File: src/rtl/bridge_regs_pkg.sv
// constants of the bridge command/status register pair and its bus slave
// assumes a 32-bit AHB-Lite register bus and one core clock
package bridge_regs_pkg;
  localparam int ADDR_W = 8;
  // printed offsets are register indices; byte address is four times the index
  localparam logic [ADDR_W-1:0] CMD_IDX = 8'h04;
  localparam logic [ADDR_W-1:0] STS_IDX = 8'h06;
  localparam logic [ADDR_W-1:0] CMD_ADDR = 8'h10;
  localparam logic [ADDR_W-1:0] STS_ADDR = 8'h18;
  localparam logic [ADDR_W-1:0] IRQ_STATUS_ADDR = 8'h20;
  localparam logic [ADDR_W-1:0] IRQ_MASK_ADDR = 8'h24;
  // bridge_command fields
  localparam int CMD_IO_BIT = 0;
  localparam int CMD_MEM_BIT = 1;
  localparam int CMD_MASTER_BIT = 2;
  localparam int CMD_SERR_BIT = 8;
  localparam logic [15:0] CMD_RW_MASK = 16'h0107;
  localparam logic [15:0] CMD_RESET = 16'h0000;
  // bridge_status fields
  localparam int STS_SERR_BIT = 14;
  localparam logic [15:0] STS_FIXED = 16'h00a0;
  localparam logic [15:0] STS_RESET = 16'h00a0;
  // interrupt status / mask layout
  localparam int IRQ_W = 3;
  localparam int IRQ_SERR_BIT = 0;
  localparam int IRQ_MEM_DENY_BIT = 1;
  localparam int IRQ_IO_DENY_BIT = 2;
  localparam logic [IRQ_W-1:0] IRQ_MASK_RESET = 3'h0;
  localparam logic [1:0] HTRANS_NONSEQ = 2'h2;
  localparam logic [1:0] HTRANS_SEQ = 2'h3;
  typedef enum logic [1:0] {
    ST_IDLE = 2'b00,
    ST_ACCESS = 2'b01,
    ST_DONE = 2'b10
  } bus_state_e;
endpackage

File: src/rtl/sticky_flags.sv
// sticky event flags with a set that always beats a clear in the same cycle
// assumes set and clr are one-cycle strobes in the clk domain
`timescale 1ns/10ps
module sticky_flags #(
  parameter int W = 1
) (
  input wire logic clk,
  input wire logic reset,
  input wire logic [W-1:0] set,
  input wire logic [W-1:0] clr,
  output logic [W-1:0] flags
);
  logic [W-1:0] flags_reg;

  always_ff @(posedge clk) begin
    if (reset) begin
      flags_reg <= '0;
    end else begin
      flags_reg <= (flags_reg & ~clr) | set;
    end
  end

  assign flags = flags_reg;
endmodule

File: src/rtl/bridge_command_status_regs.sv
// command/status register pair of the bridge function, with its AHB-Lite slave
// assumes window hits and the bridge error event come synchronous to clk
`timescale 1ns/10ps
module bridge_command_status_regs (
  input wire logic clk,
  input wire logic reset,
  input wire logic hsel,
  input wire logic [31:0] haddr,
  input wire logic [1:0] htrans,
  input wire logic hwrite,
  input wire logic [2:0] hsize,
  input wire logic [31:0] hwdata,
  input wire logic hready,
  output logic hreadyout,
  output logic [31:0] hrdata,
  output logic hresp,
  input wire logic mem_window_hit,
  input wire logic prefetch_window_hit,
  input wire logic io_window_hit,
  input wire logic bridge_err_event,
  output logic mem_claim,
  output logic prefetch_claim,
  output logic io_claim,
  output logic syserr_msg_req,
  output logic irq
);
  import bridge_regs_pkg::*;

  bus_state_e state_reg;
  bus_state_e state_next;
  logic [ADDR_W-1:0] addr_reg;
  logic write_reg;
  logic [31:0] hrdata_reg;
  logic [15:0] command_reg;
  logic [IRQ_W-1:0] irq_mask_reg;
  logic mem_claim_reg;
  logic prefetch_claim_reg;
  logic io_claim_reg;
  logic msg_req_reg;
  logic irq_reg;
  logic addr_phase;
  logic do_write;
  logic do_read;
  logic sse_flag;
  logic sse_clr;
  logic [IRQ_W-1:0] irq_flags;
  logic [IRQ_W-1:0] irq_set;
  logic [IRQ_W-1:0] irq_clr;
  logic [15:0] status_value;

  function automatic logic hit(input logic [ADDR_W-1:0] a, input logic [ADDR_W-1:0] target);
    hit = (a == target);
  endfunction

  // bus slave: one wait cycle lets read data come from a flop and keeps
  // a write's effect visible to a read issued right behind it
  assign addr_phase = hsel && hready && (htrans == HTRANS_NONSEQ || htrans == HTRANS_SEQ);
  assign do_write = (state_reg == ST_ACCESS) && write_reg;
  assign do_read = (state_reg == ST_ACCESS) && !write_reg;

  always_comb begin
    state_next = state_reg;
    case (state_reg)
      ST_IDLE: begin
        if (addr_phase) begin
          state_next = ST_ACCESS;
        end
      end
      ST_ACCESS: begin
        state_next = ST_DONE;
      end
      ST_DONE: begin
        state_next = addr_phase ? ST_ACCESS : ST_IDLE;
      end
      default: begin
        state_next = ST_IDLE;
      end
    endcase
  end

  always_ff @(posedge clk) begin
    if (reset) begin
      state_reg <= ST_IDLE;
    end else begin
      state_reg <= state_next;
    end
  end

  always_ff @(posedge clk) begin
    if (reset) begin
      addr_reg <= '0;
      write_reg <= 1'b0;
    end else if (addr_phase && state_reg != ST_ACCESS) begin
      addr_reg <= haddr[ADDR_W-1:0];
      write_reg <= hwrite;
    end
  end

  assign hreadyout = (state_reg != ST_ACCESS);
  assign hresp = 1'b0;

  // fixed capability bits sit under the single live bit
  // fixed status bits
  always_comb begin
    status_value = STS_FIXED;
    status_value[STS_SERR_BIT] = sse_flag;
  end

  always_ff @(posedge clk) begin
    if (reset) begin
      hrdata_reg <= '0;
    end else if (do_read) begin
      if (hit(addr_reg, CMD_ADDR)) begin
        hrdata_reg <= {16'h0000, command_reg & CMD_RW_MASK};
      end else if (hit(addr_reg, STS_ADDR)) begin
        hrdata_reg <= {16'h0000, status_value};
      end else if (hit(addr_reg, IRQ_STATUS_ADDR)) begin
        hrdata_reg <= {29'h0, irq_flags};
      end else if (hit(addr_reg, IRQ_MASK_ADDR)) begin
        hrdata_reg <= {29'h0, irq_mask_reg};
      end else begin
        hrdata_reg <= '0;
      end
    end
  end

  assign hrdata = hrdata_reg;

  always_ff @(posedge clk) begin
    if (reset) begin
      command_reg <= CMD_RESET;
    end else if (do_write && hit(addr_reg, CMD_ADDR)) begin
      command_reg <= hwdata[15:0] & CMD_RW_MASK;
    end
  end

  always_ff @(posedge clk) begin
    if (reset) begin
      irq_mask_reg <= IRQ_MASK_RESET;
    end else if (do_write && hit(addr_reg, IRQ_MASK_ADDR)) begin
      irq_mask_reg <= hwdata[IRQ_W-1:0];
    end
  end

  always_ff @(posedge clk) begin
    if (reset) begin
      mem_claim_reg <= 1'b0;
      prefetch_claim_reg <= 1'b0;
      io_claim_reg <= 1'b0;
    end else begin
      mem_claim_reg <= mem_window_hit && command_reg[CMD_MEM_BIT];
      prefetch_claim_reg <= prefetch_window_hit && command_reg[CMD_MEM_BIT];
      io_claim_reg <= io_window_hit && command_reg[CMD_IO_BIT];
    end
  end

  assign mem_claim = mem_claim_reg;
  assign prefetch_claim = prefetch_claim_reg;
  assign io_claim = io_claim_reg;

  // only this function's enable is consulted; the host function has its own
  // message enable
  always_ff @(posedge clk) begin
    if (reset) begin
      msg_req_reg <= 1'b0;
    end else begin
      msg_req_reg <= bridge_err_event && command_reg[CMD_SERR_BIT];
    end
  end

  assign syserr_msg_req = msg_req_reg;

  assign sse_clr = do_write && hit(addr_reg, STS_ADDR) && hwdata[STS_SERR_BIT];

  sticky_flags #(
    .W(1)
  ) sse_flags (
    .clk(clk),
    .reset(reset),
    .set(msg_req_reg),
    .clr(sse_clr),
    .flags(sse_flag)
  );

  // read of the interrupt status clears it; events landing that cycle survive
  always_comb begin
    irq_set = '0;
    irq_set[IRQ_SERR_BIT] = msg_req_reg;
    irq_set[IRQ_MEM_DENY_BIT] = (mem_window_hit || prefetch_window_hit) && !command_reg[CMD_MEM_BIT];
    irq_set[IRQ_IO_DENY_BIT] = io_window_hit && !command_reg[CMD_IO_BIT];
    irq_clr = (do_read && hit(addr_reg, IRQ_STATUS_ADDR)) ? '1 : '0;
  end

  sticky_flags #(
    .W(IRQ_W)
  ) irq_status_flags (
    .clk(clk),
    .reset(reset),
    .set(irq_set),
    .clr(irq_clr),
    .flags(irq_flags)
  );

  always_ff @(posedge clk) begin
    if (reset) begin
      irq_reg <= 1'b0;
    end else begin
      irq_reg <= |(irq_flags & irq_mask_reg);
    end
  end

  assign irq = irq_reg;

  // checks

  serr_enable_a: assert property (
    @(posedge clk) disable iff (reset)
    bridge_err_event && command_reg[CMD_SERR_BIT] |=> syserr_msg_req)
    else $error("enabled error event sent no system-error message");

  serr_block_a: assert property (
    @(posedge clk) disable iff (reset)
    !$past(command_reg[CMD_SERR_BIT]) |-> !syserr_msg_req)
    else $error("system-error message sent while this function is disabled");

  mem_gate_a: assert property (
    @(posedge clk) disable iff (reset)
    ##1 (mem_claim || prefetch_claim) |-> $past(command_reg[CMD_MEM_BIT]))
    else $error("memory window claimed while memory space disabled");

  mem_pass_a: assert property (
    @(posedge clk) disable iff (reset)
    mem_window_hit && command_reg[CMD_MEM_BIT] |=> mem_claim)
    else $error("enabled memory window hit not claimed");

  io_gate_a: assert property (
    @(posedge clk) disable iff (reset)
    io_window_hit |=> (io_claim == $past(command_reg[CMD_IO_BIT])))
    else $error("io claim does not follow io space enable");

  master_store_a: assert property (
    @(posedge clk) disable iff (reset)
    do_write && hit(addr_reg, CMD_ADDR) |=> command_reg[CMD_MASTER_BIT] == $past(hwdata[CMD_MASTER_BIT]))
    else $error("bus master bit does not store the written value");

  cmd_zero_a: assert property (
    @(posedge clk) disable iff (reset)
    do_read && hit(addr_reg, CMD_ADDR) |=> hrdata[15:9] == 7'h00 && hrdata[7:3] == 5'h00 && hreadyout)
    else $error("hardwired command bits read nonzero");

  sse_set_a: assert property (
    @(posedge clk) disable iff (reset)
    syserr_msg_req |=> sse_flag)
    else $error("signalled system error not flagged after message");

  sse_keep_a: assert property (
    @(posedge clk) disable iff (reset)
    sse_flag && !sse_clr |=> sse_flag)
    else $error("signalled system error lost without a clearing write");

  sts_fixed_a: assert property (
    @(posedge clk) disable iff (reset)
    do_read && hit(addr_reg, STS_ADDR) |=> hrdata[10:9] == 2'b00 && hrdata[7] && hrdata[5])
    else $error("status capability bits read wrong");

  sts_zero_a: assert property (
    @(posedge clk) disable iff (reset)
    do_read && hit(addr_reg, STS_ADDR) |=> !hrdata[15] && hrdata[13:11] == 3'h0 && !hrdata[8])
    else $error("unimplemented status bits read nonzero");

  reserved_zero_a: assert property (
    @(posedge clk) disable iff (reset)
    do_read |=> hrdata[31:16] == 16'h0000 && hreadyout)
    else $error("upper read data not zero");

  ready_wait_a: assert property (
    @(posedge clk) disable iff (reset)
    addr_phase && hreadyout |=> !hreadyout ##1 hreadyout)
    else $error("data phase length is not two cycles");

  irq_level_a: assert property (
    @(posedge clk) disable iff (reset)
    |(irq_flags & irq_mask_reg) |=> irq)
    else $error("interrupt not raised for unmasked status");

  irq_drop_a: assert property (
    @(posedge clk) disable iff (reset)
    !(|(irq_flags & irq_mask_reg)) |=> !irq)
    else $error("interrupt high with no unmasked status");

  prefetch_pass_a: assert property (
    @(posedge clk) disable iff (reset)
    prefetch_window_hit && command_reg[CMD_MEM_BIT] |=> prefetch_claim)
    else $error("enabled prefetchable window hit not claimed");

  sse_clear_a: assert property (
    @(posedge clk) disable iff (reset)
    sse_flag && sse_clr && !msg_req_reg |=> !sse_flag)
    else $error("writing one did not clear signalled system error");

  sts_readback_a: assert property (
    @(posedge clk) disable iff (reset)
    do_read && hit(addr_reg, STS_ADDR) |=> hrdata[STS_SERR_BIT] == $past(sse_flag))
    else $error("status read does not show signalled system error");

  cmd_readback_a: assert property (
    @(posedge clk) disable iff (reset)
    do_read && hit(addr_reg, CMD_ADDR) |=> hrdata[15:0] == $past(command_reg))
    else $error("command read does not return stored bits");

  serr_sent_c: cover property (
    @(posedge clk) disable iff (reset)
    syserr_msg_req ##[1:20] sse_clr);

  mem_claim_c: cover property (
    @(posedge clk) disable iff (reset)
    mem_claim ##1 io_claim);

  irq_raise_c: cover property (
    @(posedge clk) disable iff (reset)
    irq ##[1:10] !irq);

  sse_race_c: cover property (
    @(posedge clk) disable iff (reset)
    msg_req_reg && sse_clr);

  io_deny_c: cover property (
    @(posedge clk) disable iff (reset)
    io_window_hit && !command_reg[CMD_IO_BIT] ##2 irq);
endmodule

File: config.mk
export PLATFORM = sky130hd
export DESIGN_NAME = bridge_command_status_regs
export DESIGN_NICKNAME = d
export VERILOG_FILES = /design/src/rtl/bridge_regs_pkg.sv /design/src/rtl/sticky_flags.sv /design/src/rtl/bridge_command_status_regs.sv
export SDC_FILE = /design/constraint.sdc
export NUM_CORES = 1
export LEC_CHECK = 0
export ABC_AREA = 1
export BUFFER_PORTS_ARGS = -buffer_cell sky130_fd_sc_hd__buf_4
export CORE_MARGIN = 2
export CORE_UTILIZATION = 40
export CTS_BUF_LIST = sky130_fd_sc_hd__clkbuf_16
export CTS_CLUSTER_SIZE = 16
export DETAILED_ROUTE_END_ITERATION = 10
export GPL_TIMING_DRIVEN = 0
export PLACE_DENSITY_LB_ADDON = 0.12
export REMOVE_ABC_BUFFERS = 1
export SKIP_CTS_REPAIR_TIMING = 1
export SYNTH_ARGS = -nofsm -noshare
export SYNTH_HDL_FRONTEND = slang
export SYNTH_SLANG_ARGS = --single-unit
File: constraint.sdc
create_clock -name clk -period 1.1 [get_ports clk]
set_input_delay 0.11 -clock clk [delete_from_list [all_inputs] [get_ports clk]]
set_output_delay 0.11 -clock clk [all_outputs]
set_load 0.005 [all_outputs]
==> summary.txt, run 1 <==
STA
  • Final Max Slew Viols: 0
  • Post-route worst setup slack: -24.3 ps
  • RSZ-0062 raised after global routing: true
  • Final period util: 102%
  • Worst hold margin: 52.6 ps
  • Clk_skew: 3.01 ps
  • Min Clock Period, post-route: 1120 ps
  • Fmax: 0.889 GHz
  • Setup violators final: 8
  • Final hold vios: 0

Critical path
  • CP max FO: 5
  • Endpoint class of the critical path: output pin
  • CP Cell Sequence: inv_4 > nand2_8 > buf_4 > buf_4
  • Crit Path Class: flop to output pin
  • CP dominant cell by count: buf_4
  • CP startpoint kind: flop
  • Worst r2r src: addr_reg[6]
  • Slowest CP cell: dfxtp_2
  • Worst endpoint required time: 990 ps
  • Slowest stage delay, CP: 320 ps
  • CP Data Arrival Time: 1010 ps
  • Critical Path Start: state_reg[1]

Finish
  • Post-Layout Cell Count: 300
  • Ant. Diodes: 0
  • Most frequent cells in the layout: buf_4, nand2_1, dfxtp_1
  • Area growth syn-to-layout: 34.6%
  • Final core utilization: 56.9%
  • Max FFs per register: 8
  • Finished layout cell area: 2110 sq um
  • Commonest non-fill, non-tap cell in the layout: buf_4
  • Nets: 329
  • Share of cells above drive strength 1: 35.7%

Route
  • Vias per std cell: 4.54
  • Avg WL per Cell: 11.1 um
  • Met2 Wirelength: 1510 um
  • Post-route ant nets: 0
  • Via count: 1361
  • Routed wire length on met3: 192 um
  • 1st-pass router iterations: 4
  • Routed wire length: 3340 um
  • Uppermost layer routed: met4
  • DRC violations left: 0
  • 1st-iter DRT viols: 64
  • Wl on met1: 1570 um

Yosys
  • Post-synth top area share: 42.1%
  • Syn avg cell area: 7.66 sq um
  • Yosys reg bits: 33
  • Synth Area in Adders: 0%
  • Register area share after synthesis: 42.1%
  • Post-synthesis cell area: 1570 sq um
  • Mux cell area share after synthesis: 0%
  • Gate Count Post-Synth: 205
  • Area leader, netlist: dfxtp_1
  • Yosys warns: 0
  • Synth Area in Simple Gates: 26.8%
  • Post-synth cell types: 22
  • Largest family of logic cells by synthesized area: simple AND/OR/NAND/NOR gates
  • Synth top area cells: dfxtp_1, buf_4, nand2_1
  • XOR/XNOR Fraction of Synth Area: 0%
  • Compound-Gate Fraction of Synth Area: 11.6%

Clock tree
  • H-tree levels: 2
  • TritonCTS buffer count: 5
  • Reg clk slew, reported paths: 50 ps
  • Root buf cell: clkbuf_16
  • Maximum root-to-sink buffer count: 2
  • TritonCTS clock tree: done
  • Worst skew pair latency: 270 ps
  • CTS Sinks: 33

Floorplanning
  • Initial Util: 42.3%
  • Die ar.: 4440 sq um
  • Row count: 22
  • IO Pins: 117
  • Die Ht: 66.7 um
  • Core area: 3720 sq um
  • Die width: 66.7 um

Global route
  • Initial antenna violation count: 0
  • Gr ovfl total: 0
  • First-pass GRT wire length: 5270 um
  • Total Routing Usage GR: 16.0%
  • Largest net degree at the start of global routing: 19
  • Number of global-route vias before repair: 1164

Pwr
  • Power Density: 1350 nW/um^2
  • Tot Pwr: 2.85 mW
  • Leakage: 0.906 nW
  • Maximum vdd drop: 0.000695 V

Flow run
  • Max Cap Viol: 0

Hold path
  • Worst Hold Class: primary input to flop
  • Min-delay src: bridge_err_event

Placed design
  • Number of port buffers: 35
  • Placed insts: 280
  • Placed wire-length estimate: 2140 um
  • RePlAce Congestion: 0.779
  • Placed Instance Area: 1750 sq um

Outcome
  • Failing checks: setup timing
  • Status: finished with violations
## synth_stat cells, drive strengths merged
cell type,number
a21oi,19
buf,33
conb,1
dfxtp,33
inv,17
nand2,34
nand3,17
nand4,6
nor2,27
nor3,1
o21ai,16
o21bai,1
## logic make-up after synthesis
kind of cell,count (synthesis)
flip-flops,33
other,1
AO/OA/AOI/OAI,36
buffers and inverters,50
AND/OR/NAND/NOR,85
## metal layers
layer | track usage, % | vias to the layer above
li1 | - | 712
met1 | 20.7 | 598
met2 | 24.1 | 42
met3 | 6.08 | 9
met4 | 6.12 | 0
met5 | 0 | -
## worst max-delay path: cells and delay by family, from the launching register on
| kind | cells | cell delay (ps) |
|---|---|---|
| buf+inv | 3 | 330 |
| flops | 1 | 320 |
| simple gates | 1 | 80 |
## area by class of cell
cell class / instances / area, sq um
clock buffers: 5 / 125
clock inverters: 3 / 11.3
fillers: 381 / 1600
inverters: 17 / 66.3
multi-input cells: 149 / 827
flip-flops and latches: 33 / 671
well taps: 48 / 60.1
repair buffers: 45 / 353
## stage by stage
| stage | setup WS, ps | TNS (ps) |
|---|---|---|
| after global placement | -398 | -3860 |
| after global routing | -136 | -1620 |
| after floorplan | -111 | -760 |
| final | -24.3 | -78.4 |
| after CTS | -377 | -3910 |
| after detailed placement | -380 | -3840 |
## path summary, 6_finish.rpt
| check | endpoint | cells past startpoint | slack, ps |
|---|---|---|---|
| hold reg to reg | syserr_msg_req | 2 | 440 |
| hold / removal | syserr_msg_req | 3 | 50 |
| setup / recovery | hreadyout | 4 | -20 |
| setup reg to reg | sse_flags.flags | 7 | -20 |
## power breakdown
| part | internal [mW] | switching [mW] |
|---|---|---|
| clock | 0.811 | 0.460 |
| sequential | 1.23 | 0.0198 |
| combinational | 0.143 | 0.192 |
| total | 2.18 | 0.672 |
No activity file was read; power rests on OpenSTA's default activity.
==> run 2: changes to the inputs <==
Settings changed: PLACE_DENSITY set to 0.9, PLACE_DENSITY_LB_ADDON 0.12 to not set.
==> run 2 against run 1 <==
Against the previous run:
- the run still ends with setup timing left
- final cell count is the same
- critical path depth up 2
- clock-buffer cell count did not move
- global-route usage is 0.78 points lower
- non-clock buffer count is 2 higher
- die area stayed put
- combinational power is 2% higher
- register-to-register slack lost 50 ps
- wire length grew 13%
- core utilization up 0.20 points
- clock skew grew 2.4 ps
- critical endpoint is now irq_status_flags.flags[0]
- largest cell class unchanged
- largest power group unchanged
- highest routed layer unchanged
==> summary.txt, run 2 (synthesized netlist as in run 1, its figures left out) <==
Clock tree
  • Reg clk slew, reported paths: 50 ps (about the same)
  • Maximum root-to-sink buffer count: 2 (unchanged)
  • H-tree levels: 2 (unchanged)
  • Root buf cell: clkbuf_16
  • TritonCTS buffer count: 5 (unchanged)
  • Worst skew pair latency: 280 ps (about the same)
  • TritonCTS clock tree: done
  • CTS Sinks: 33 (unchanged)

STA
  • Clk_skew: 5.44 ps (+2.43 ps)
  • Setup violators final: 13 (+5)
  • Final period util: 107% (+4.9 points)
  • Fmax: 0.849 GHz (-4.5%)
  • Final hold vios: 0 (unchanged)
  • RSZ-0062 raised after global routing: true
  • Post-route worst setup slack: -77.9 ps (-53.5 ps)
  • Final Max Slew Viols: 0 (unchanged)
  • Setup Total Neg Slack: -504 ps (-425 ps)
  • Min Clock Period, post-route: 1180 ps (+53.5 ps)
  • Worst hold margin: 59.8 ps (+7.15 ps)

Critical path
  • Reg2reg path depth: 6 (-1)
  • CP startpoint kind: flop
  • Reg2Reg Setup Slack: -80 ps (-50 ps)
  • Endpoint class of the critical path: flop
  • CP Data Arrival Time: 1340 ps (+330 ps)
  • Worst endpoint required time: 1260 ps (+270 ps)
  • Crit Path Class: flop to flop
  • Reg2Reg Capture Point: irq_status_flags.flags[0]
  • Worst r2r src: state_reg[1]
  • CP max FO: 8 (+3)

Placed design
  • RePlAce Congestion: 0.817 (+4.9%)
  • Placed insts: 280 (unchanged)
  • Placed wire-length estimate: 2260 um (+5.3%)
  • Placed Instance Area: 1750 sq um (unchanged)
  • Number of port buffers: 35 (unchanged)

Pwr
  • Power Density: 1350 nW/um^2 (about the same)
  • Maximum vdd drop: 0.000698 V (+0.40%)
  • Tot Pwr: 2.86 mW (+0.38%)
  • Leakage: 0.906 nW (about the same)

Finish
  • Finished layout cell area: 2120 sq um (+0.35%)
  • Area growth syn-to-layout: 35.1%
  • Max FFs per register: 8 (unchanged)
  • Commonest non-fill, non-tap cell in the layout: buf_4
  • Filler instances: 338 (-11%)
  • Ant. Diodes: 0 (unchanged)
  • Share of cells above drive strength 1: 39.3% (+3.6 points)
  • Post-Layout Cell Count: 300 (unchanged)
  • Most frequent cells in the layout: buf_4, conb_1, dfxtp_1
  • Nets: 330 (+0.30%)

Floorplanning
  • Die Ht: 66.7 um (unchanged)
  • Die width: 66.7 um (unchanged)
  • Initial Util: 42.3% (unchanged)
  • IO Pins: 117 (unchanged)
  • Row count: 22 (unchanged)
  • Core area: 3720 sq um (unchanged)
  • Die ar.: 4440 sq um (unchanged)

Route
  • Routed wire length: 3780 um (+13%)
  • DRC violations left: 0 (unchanged)
  • Via count: 1491 (+9.6%)
  • 1st-iter DRT viols: 110 (+72%)
  • 1st-pass router iterations: 4 (unchanged)
  • Post-route ant nets: 0 (unchanged)
  • Vias per std cell: 4.97 (+9.6%)
  • Avg WL per Cell: 12.6 um (+13%)

Hold path
  • Min-delay src: mem_window_hit
  • Worst Hold Depth: 3 (unchanged)
  • Worst Hold Class: primary input to flop
  • Worst hold path endpoint: mem_claim

Global route
  • Number of global-route vias before repair: 1258 (+8.1%)
  • Initial antenna violation count: 0 (unchanged)
  • First-pass GRT wire length: 5040 um (-4.3%)
  • Largest net degree at the start of global routing: 19 (unchanged)
  • Total Routing Usage GR: 15.3% (-0.78 points)
  • Gr ovfl total: 0 (unchanged)

Outcome
  • Status: finished with violations
  • Failing checks: setup timing

Flow run
  • Max Cap Viol: 0 (unchanged)
## run 2: cell types whose count changed in the layout (fill, tap and decap cells not counted), sizes merged
cell / before / now
buf: 45 / 47
inv: 20 / 18
clkinv: 0 / 1
nand4: 7 / 6
## run 2: per-stage QoR
step / worst slack (ps) / util (%)
2_1_floorplan: -111 / -
3_3_place_gp: -332 / 47.0
3_5_place_dp: -394 / 47.0
4_1_cts: -410 / 50.6
5_1_grt: -129 / 57.1
6_report: -77.9 / 57.1
## run 2: how the worst max path moves through the flow
stage	startpoint	end	slack [ps]	cells past startpoint
2_1_floorplan	addr_reg[4]	irq_mask_reg[0]	-110	6
3_3_place_gp	addr_reg[4]	irq_status_flags.flags[2]	-330	6
3_5_place_dp	addr_reg[4]	irq_status_flags.flags[2]	-390	6
4_1_cts	addr_reg[4]	irq_status_flags.flags[2]	-410	6
5_1_grt	state_reg[1]	hrdata[14]	-130	6
6_report	state_reg[1]	irq_status_flags.flags[0]	-80	6
## run 2: per-layer routing
metal,GRT usage [%],share of wire (%),vias up
met5,0,0,-
met4,9.18,4.5,0
met3,4.56,7.9,23
met2,26.1,50,83
met1,16.4,37,682
li1,-,-,703
## run 2: worst max-delay path, stage by stage (launching register included)
cell and delay, ps:
dfxtp_2 310, inv_2 80, nand2_4 80, nor2_4 260, nand3_2 140, nand2_1 110, a21oi_1 70
## run 2: area by class of cell
class / count / area (sq um) / share of cell area (%)
multi-input cells: 148 / 807 / 38.1
flip-flops and latches: 33 / 669 / 31.6
repair buffers: 47 / 380 / 17.9
clock buffers: 5 / 125 / 5.90
inverters: 17 / 71.3 / 3.36
well taps: 48 / 60.1 / 2.83
clock inverters: 2 / 7.51 / 0.354
## run 2: power by group
group          switching [mW]  internal, mW
logic                   0.192         0.151
clock network           0.462         0.806
registers              0.0222          1.23
total                   0.677          2.19
